`config.mk`:
```
export PLATFORM = sky130hd
export DESIGN_NAME = abs_autobaud_serial
export DESIGN_NICKNAME = d
export VERILOG_FILES = /design/src/hdl/abs_pkg.sv /design/src/hdl/abs_bit_timer.sv /design/src/hdl/abs_autobaud_serial.sv
export SDC_FILE = /design/constraint.sdc
export NUM_CORES = 1
export LEC_CHECK = 0
export ABC_AREA = 0
export ABC_CLOCK_PERIOD_IN_PS = 3980
export BUFFER_PORTS_ARGS = -buffer_cell sky130_fd_sc_hd__buf_4
export CAP_MARGIN = 20
export CORE_MARGIN = 2
export CORE_UTILIZATION = 25
export CTS_CLUSTER_SIZE = 24
export DETAILED_ROUTE_END_ITERATION = 8
export GPL_TIMING_DRIVEN = 0
export SLEW_MARGIN = 20
export SYNTH_ARGS = -nofsm -noshare
export SYNTH_HDL_FRONTEND = slang
export SYNTH_HIERARCHICAL = 1
export SYNTH_SLANG_ARGS = --single-unit
```
`constraint.sdc`:
```
create_clock -name clk_in -period 3.98 [get_ports clk_in]
set_input_delay 0.796 -clock clk_in [delete_from_list [all_inputs] [get_ports clk_in]]
set_output_delay 0.796 -clock clk_in [all_outputs]
set_load 0.01 [all_outputs]
```
`src/hdl/abs_pkg.sv`:
```
// Package with constants and carrier types for the autobaud serial port
package abs_pkg;
    localparam int TMR_W         = 16;            // Free-running timer width
    localparam int DATA_W        = 8;             // Data bits per byte
    localparam int CAL_BITS      = 8;             // Bit times spanned by calibration
    localparam int DIV8_SHIFT    = 3;             // Shift that divides by eight
    localparam int HALF_SHIFT    = 1;             // Shift that halves the bit period
    localparam logic [3:0] BIT_CNT_LAST = 4'h7;   // Index of last data bit
    localparam logic [TMR_W-1:0] PERIOD_RST = 16'h0000;
    localparam logic [DATA_W-1:0] BYTE_RST  = 8'h00;
    localparam logic LINE_IDLE = 1'b1;            // Idle and stop level
    localparam logic LINE_START = 1'b0;           // Start bit level

    // Unit mode: measuring (capture) or bit timing (compare)
    typedef enum logic [1:0] {
        ABS_CAP_FALL = 2'b00,
        ABS_CAP_RISE = 2'b01,
        ABS_COMPARE  = 2'b10
    } abs_mode_t;

    // Transmit byte request
    typedef struct packed {
        logic              valid;
        logic [DATA_W-1:0] data;
    } abs_tx_req_t;

    // Received byte report
    typedef struct packed {
        logic              valid;
        logic [DATA_W-1:0] data;
    } abs_rx_byte_t;
endpackage

```
`src/hdl/abs_bit_timer.sv`:
```
// Compare-mode bit timer: counts down the interval, pulses at its end and reloads until stopped
`timescale 1ns/1ns
module abs_bit_timer (
    input  wire logic                        clk_in,
    input  wire logic                        srst_in,
    input  wire logic                        start_in,
    input  wire logic                        stop_in,
    input  wire logic [abs_pkg::TMR_W-1:0]   interval_in,
    output logic                             event_out
);
    logic [abs_pkg::TMR_W-1:0] count_ff;
    logic                      run_ff;

    // Reload on start, pulse when the count runs out, then reload for the next bit
    always_ff @(posedge clk_in) begin
        if (srst_in || stop_in) begin
            count_ff <= abs_pkg::PERIOD_RST;
            run_ff   <= 1'b0;
        end else if (start_in) begin
            count_ff <= interval_in;
            run_ff   <= 1'b1;
        end else if (run_ff) begin
            if (count_ff <= 16'h0001) begin
                count_ff <= interval_in;
            end else begin
                count_ff <= count_ff - 16'h0001;
            end
        end
    end

    // Event ignores stop_in: the transmit caller derives stop from this event, so gating it would loop
    assign event_out = run_ff && !start_in && (count_ff <= 16'h0001);
endmodule

```
`src/hdl/abs_autobaud_serial.sv`:
```
// Timer-based serial port that measures bit rate then moves bytes
`timescale 1ns/1ns
module abs_autobaud_serial (
    input  wire logic                  clk_in,
    input  wire logic                  srst_in,
    input  wire logic                  recal_in,
    input  wire logic                  receive_line_in,
    input  wire abs_pkg::abs_tx_req_t  tx_req_in,
    output logic                       tx_ready_out,
    output logic                       transmit_line_out,
    output abs_pkg::abs_rx_byte_t      rx_byte_out,
    output logic                       rate_valid_out,
    output logic [abs_pkg::TMR_W-1:0]  bit_period_out
);
    typedef enum logic [2:0] {
        ABS_IDLE  = 3'b000,
        ABS_START = 3'b001,
        ABS_DATA  = 3'b010,
        ABS_STOP  = 3'b011,
        ABS_FIRST = 3'b100
    } abs_seq_t;

    abs_pkg::abs_mode_t        mode_ff;
    logic [abs_pkg::TMR_W-1:0] free_tmr_ff;
    logic [abs_pkg::TMR_W-1:0] captured_timer_value_ff;
    logic [abs_pkg::TMR_W-1:0] bit_period_ff;
    logic [abs_pkg::TMR_W-1:0] eight_bit_time;
    logic                      rx_prev_ff;
    logic                      fall_edge;
    logic                      rise_edge;

    abs_seq_t                  tx_st_ff;
    logic [3:0]                tx_idx_ff;
    logic [abs_pkg::DATA_W-1:0] tx_shift_ff;
    logic                      tx_line_ff;
    logic                      tx_start;
    logic                      tx_evt;

    abs_seq_t                  rx_st_ff;
    logic [3:0]                rx_idx_ff;
    logic [abs_pkg::DATA_W-1:0] rx_shift_ff;
    abs_pkg::abs_rx_byte_t     rx_byte_ff;
    logic                      rx_start;
    logic                      rx_evt;
    logic                      rx_first;
    logic [abs_pkg::TMR_W-1:0] rx_interval;

    // Edge detection on the receive line
    assign fall_edge = rx_prev_ff && !receive_line_in;
    assign rise_edge = !rx_prev_ff && receive_line_in;
    assign eight_bit_time = receive_line_in ? (free_tmr_ff - captured_timer_value_ff)
                                            : abs_pkg::PERIOD_RST;

    // Free-running timer and previous line level
    always_ff @(posedge clk_in) begin
        if (srst_in) begin
            free_tmr_ff <= abs_pkg::PERIOD_RST;
            rx_prev_ff  <= abs_pkg::LINE_IDLE;
        end else begin
            free_tmr_ff <= free_tmr_ff + 16'h0001;
            rx_prev_ff  <= receive_line_in;
        end
    end

    // Capture sequence then switch to compare mode; recal rearms capture
    always_ff @(posedge clk_in) begin
        if (srst_in || recal_in) begin
            mode_ff                 <= abs_pkg::ABS_CAP_FALL;
            captured_timer_value_ff <= abs_pkg::PERIOD_RST;
            bit_period_ff           <= abs_pkg::PERIOD_RST;
        end else begin
            case (mode_ff)
                abs_pkg::ABS_CAP_FALL: begin
                    if (fall_edge) begin
                        captured_timer_value_ff <= free_tmr_ff;
                        mode_ff <= abs_pkg::ABS_CAP_RISE;
                    end
                end
                abs_pkg::ABS_CAP_RISE: begin
                    if (rise_edge) begin
                        bit_period_ff <= eight_bit_time >> abs_pkg::DIV8_SHIFT;
                        mode_ff <= abs_pkg::ABS_COMPARE;
                    end
                end
                abs_pkg::ABS_COMPARE: begin
                    mode_ff <= abs_pkg::ABS_COMPARE;
                end
                default: begin
                    mode_ff <= abs_pkg::ABS_CAP_FALL;
                end
            endcase
        end
    end

    assign rate_valid_out = (mode_ff == abs_pkg::ABS_COMPARE);
    assign bit_period_out = bit_period_ff;

    // Transmit timer: one event per bit period
    assign tx_ready_out = rate_valid_out && (tx_st_ff == ABS_IDLE);
    assign tx_start     = tx_ready_out && tx_req_in.valid;

    abs_bit_timer u_tx_timer (
        .clk_in      (clk_in),
        .srst_in     (srst_in),
        .start_in    (tx_start),
        .stop_in     (recal_in || (tx_st_ff == ABS_STOP && tx_evt)),
        .interval_in (bit_period_ff),
        .event_out   (tx_evt)
    );

    // Transmit sequencer: start, eight data bits, stop
    always_ff @(posedge clk_in) begin
        if (srst_in || recal_in) begin
            tx_st_ff    <= ABS_IDLE;
            tx_idx_ff   <= 4'h0;
            tx_shift_ff <= abs_pkg::BYTE_RST;
            tx_line_ff  <= abs_pkg::LINE_IDLE;
        end else begin
            case (tx_st_ff)
                ABS_IDLE: begin
                    if (tx_start) begin
                        tx_shift_ff <= tx_req_in.data;
                        tx_line_ff  <= abs_pkg::LINE_START;
                        tx_idx_ff   <= 4'h0;
                        tx_st_ff    <= ABS_DATA;
                    end
                end
                ABS_DATA: begin
                    if (tx_evt) begin
                        tx_line_ff  <= tx_shift_ff[0];
                        tx_shift_ff <= tx_shift_ff >> 1;
                        tx_idx_ff   <= tx_idx_ff + 4'h1;
                        if (tx_idx_ff == abs_pkg::BIT_CNT_LAST) begin
                            tx_st_ff <= ABS_STOP;
                        end
                    end
                end
                ABS_STOP: begin
                    if (tx_evt) begin
                        tx_line_ff <= abs_pkg::LINE_IDLE;
                        tx_st_ff   <= ABS_IDLE;
                    end
                end
                default: begin
                    tx_st_ff <= ABS_IDLE;
                end
            endcase
        end
    end

    assign transmit_line_out = tx_line_ff;

    // Receive timer: half plus one period to first sample, then one period
    assign rx_start    = rate_valid_out && (rx_st_ff == ABS_IDLE) && !receive_line_in;
    assign rx_first    = (rx_st_ff == ABS_IDLE);
    assign rx_interval = rx_first
                         ? (bit_period_ff + (bit_period_ff >> abs_pkg::HALF_SHIFT))
                         : bit_period_ff;

    abs_bit_timer u_rx_timer (
        .clk_in      (clk_in),
        .srst_in     (srst_in),
        .start_in    (rx_start),
        .stop_in     (recal_in || (rx_st_ff == ABS_FIRST)),
        .interval_in (rx_interval),
        .event_out   (rx_evt)
    );

    // Receive sequencer: sample eight bits LSB first
    always_ff @(posedge clk_in) begin
        if (srst_in || recal_in) begin
            rx_st_ff    <= ABS_IDLE;
            rx_idx_ff   <= 4'h0;
            rx_shift_ff <= abs_pkg::BYTE_RST;
            rx_byte_ff  <= '0;
        end else begin
            rx_byte_ff.valid <= 1'b0;
            case (rx_st_ff)
                ABS_IDLE: begin
                    if (rx_start) begin
                        rx_idx_ff <= 4'h0;
                        rx_st_ff  <= ABS_DATA;
                    end
                end
                ABS_DATA: begin
                    if (rx_evt) begin
                        rx_shift_ff <= {receive_line_in, rx_shift_ff[7:1]};
                        rx_idx_ff   <= rx_idx_ff + 4'h1;
                        if (rx_idx_ff == abs_pkg::BIT_CNT_LAST) begin
                            rx_byte_ff.valid <= 1'b1;
                            rx_byte_ff.data  <= {receive_line_in, rx_shift_ff[7:1]};
                            rx_st_ff <= ABS_FIRST;
                        end
                    end
                end
                ABS_FIRST: begin
                    // Timer stops here; wait for line high before rearming
                    if (receive_line_in) begin
                        rx_st_ff <= ABS_IDLE;
                    end
                end
                default: begin
                    rx_st_ff <= ABS_IDLE;
                end
            endcase
        end
    end

    assign rx_byte_out = rx_byte_ff;
endmodule

```
==> results.md <==
- Synth Area in Adders: 0.0708
- Vias per inst: approximately 5
- Fmax: approximately 0.28 GHz
- Clk_skew: approximately 0.013 ns
- Initial antenna violation count: 0
- CTS buffer count: 17
- CTS Sinks: 119
- Width of the die: about 170 µm
- Slew @ Worst Pin: 0.644 ns
- Setup TNS: 0 ns
- Max_cap viols: 0
- Slowest CP cell: nor4_1
- Worst-path clk slew: approximately 0.060 ns
- Post-DR wirelength/cell: 13.8 µm
- Req. time, crit path: around 4.3 ns
- Share of cells above drive strength 1: 0.101
- Max FO, Critical Path: 10
- Clk_lat worst skew: around 0.42 ns
- Post-DP HPWL: 13.1 mm
- Most frequent cells in the layout: dfxtp_1 (119), nand2_1 (114), nor2_1 (92), a21oi_1 (69), buf_4 (40)
- Drt pass-1 iters: 6
- Status: completed
- RR Startpoint: mode_ff[0]
- Htree depth: 4
- Die area: ~29000 µm²
- Most common library cell in the layout ignoring fill and taps: dfxtp_1
- DR WL met2: 7.92 mm
- Deepest clock path buffer count: 2
- Routed Antenna Nets: 0
- Synth warnings: 6
- Fin. Hold Viols: 0
- Hold Path End: captured_timer_value_ff[0]
- DR top layer: met4
- LEAKAGE: 0.00326 µW
- RSZ-0062 raised after global routing: no
- CP cell instances: inv_1 -> ha_1 -> nor3b_1 -> nand2_1 -> inv_1 -> clkbuf_1 -> and4b_1 -> a31o_2 -> nor4_1 -> clkbuf_1 -> nor2_1 -> o211ai_1
- IO Pins: around 40
- Seq/Total Area, Yosys: 0.349
- Final min period: 3.55 ns
- Dpl cells: about 1200
- Routed WL: roughly 18 mm
- Worst Path Arrival: about 3.9 ns
- Mux share of post-synthesis cell area: 0.0455
- Xor/xnor cell area share of the yosys netlist: 0.0411
- RR Endpoint: u_tx_timer/count_ff[12]
- Cell Area, Synth: 6830 µm²
- Top FF cell, synth: dfxtp_1
- Initial drt markers: 420
- Die Y: around 170 µm
- Met3 WL post-DR: approximately 690 µm
- Avg Cell Area, Syn: between 7 and 8 µm²
- # setup viols final: 0
- Synth Instances: 857
- Power Density: about 350 nW/µm²
- Post-route DRC: 0
- Synth Area in Simple Gates: 0.235
- CTS tree: yes
- Vias: around 6200
- Pin count of the biggest net entering global routing: 17
- Post_cts resized: 0
- Area Overhead vs Synth: 19.0%
- Fin nets: 971
- Critical path class: flip-flop to flip-flop
- Async S/R FF share, synth: 0
- Start point of the worst hold path: captured_timer_value_ff[0]
- GRT Util Overall: 0.127
- # port buffers: 37
- VDD IR max: 0.261 mV
- Vias in the first global route: 5718
- Hold path depth: 2
- Global route overflow: 0
- CP max stage delay: between 0.4 and 0.5 ns
- Non-Filler Instances: about 1300
- Ant. Diodes: 0
- Clock Tree Root: clkbuf_16
- Core area: around 27000 µm²
- Synthesized flop and latch total: approximately 120
- # hold bufs at CTS: 0
- Largest family of logic cells by synthesized area: simple AND/OR/NAND/NOR gates
- Pins Over Slew Limit: 0
- Compound-gate portion of the synthesized area: 0.209
- Met1 Wirelength: just under 9 mm
- Fin crit share: 0.892
- Hold crit path type: flip-flop to flip-flop
- Setup crit end kind: flip-flop
- First-pass GRT wire length: slightly below 30 mm
- Type of origin of the critical path: flip-flop
- EDFF count, synth: 0
- Rel. slew slack: 0.571
- Post-synthesis cell type count: 65
- Register-to-Register Path Depth: 12
- Postcts setup bufs: 0
- Cell Rows: 60
- Placer Congestion: approximately 0.83
- Reg-to-reg setup timing slack: 0.43 ns
- Starting Density: 0.254
how the worst max path moves through the flow:
stage,end,startpoint
after floorplan,u_tx_timer/count_ff[12],mode_ff[0]
after detailed placement,u_tx_timer/count_ff[12],mode_ff[0]
after global placement,u_tx_timer/count_ff[12],mode_ff[0]
after CTS,u_tx_timer/count_ff[12],mode_ff[0]
final,u_tx_timer/count_ff[12],mode_ff[0]
after global routing,u_tx_timer/count_ff[12],mode_ff[0]
where the power goes:
group | internal (µW) | switching (µW) | leakage (µW)
sequential | 1200 | 6.05 | 0.000959
combinational | 53.8 | 86.8 | 0.00203
clock | 880 | 579 | 0.000274
critical path: cells and delay by family (launching register included):
| kind | cells | cell delay (ns) |
|---|---|---|
| DFF | 1 | 0.32 |
| AOI/OAI and AO/OA | 2 | 0.48 |
| buffers and inverters | 4 | 0.90 |
| and+or+nand+nor | 5 | 1.45 |
| adders and majority gates | 1 | 0.31 |
cell type report:
cell class / instances / area, µm²
fill: 2878 / 18800
multi-input combinational: 665 / 4130
sequential: 119 / 2380
clock buffer: 19 / 443
tap: 341 / 427
timing repair buffer: 37 / 278
buffer: 42 / 196
inverter: 38 / 143
clock inverter: 13 / 121
kinds of logic after synthesis:
group / count (synthesis)
AOI/OAI and AO/OA: 223
and+or+nand+nor: 333
DFF: 119
adders and majority gates: 38
muxes: 31
other: 1
buffers and inverters: 80
xor gates and xnor gates: 32
per-stage QoR:
stage | cell area [µm²] | worst slack, ns | util | hold WS [ns] | total power, µW
floorplan | 6850 | 1.07 | - | 0.432 | 1320
global route | 8120 | 0.0405 | 0.302 | 0.468 | 2910
CTS | 8120 | 0.494 | 0.302 | 0.450 | 2840
detailed placement | 7560 | 0.536 | 0.281 | 0.442 | 1370
global placement | 7560 | 0.547 | 0.281 | 0.439 | 1370
finish | 8120 | 0.429 | 0.302 | 0.449 | 2800
registers in the layout, summed over array words and instances, names as in the netlist:
name,cells
captured_timer_value_ff,16
free_tmr_ff,16
u_rx_timer/count_ff,16
u_tx_timer/count_ff,16
bit_period_out,13
rx_byte_out,9
tx_shift_ff,8
rx_shift_ff,7
rx_idx_ff,4
tx_idx_ff,4
mode_ff,2
rx_st_ff,2
tx_st_ff,2
rx_prev_ff,1
transmit_line_out,1
u_rx_timer/run_ff,1
u_tx_timer/run_ff,1
synthesized netlist by cell type (4+ instances only):
library cell,n,area (µm²)
o211ai_1,8,60.1
or3_1,15,93.8
nor3_1,20,100
nand2_1,114,428
o22ai_1,11,68.8
a22oi_1,4,30.0
o41ai_1,6,52.6
nand3b_1,4,30.0
and3_1,11,68.8
dfxtp_1,119,2380
nor4_1,7,43.8
xor2_1,20,175
o21ai_1,17,85.1
a211oi_1,13,97.6
nor2_1,92,345
o21a_1,6,45.0
inv_1,35,131
nand4_1,12,75.1
ha_1,37,463
a211o_1,5,43.8
a21o_1,13,97.6
o21ai_0,35,175
and4b_1,4,40.0
clkbuf_1,29,109
buf_2,4,20.0
a221o_1,5,50.1
xnor2_1,12,105
o31ai_1,5,37.5
nand3_1,25,125
o2bb2ai_1,6,52.6
mux2i_1,31,310
a21oi_1,69,345
metal layers:
layer  up-vias  GRT usage
met1      2858      0.176
met4         0     0.0342
li1       3207          -
met2       119      0.198
met3        10     0.0313
met5         -          0
Note: power is estimated with default switching activity, not from simulation.
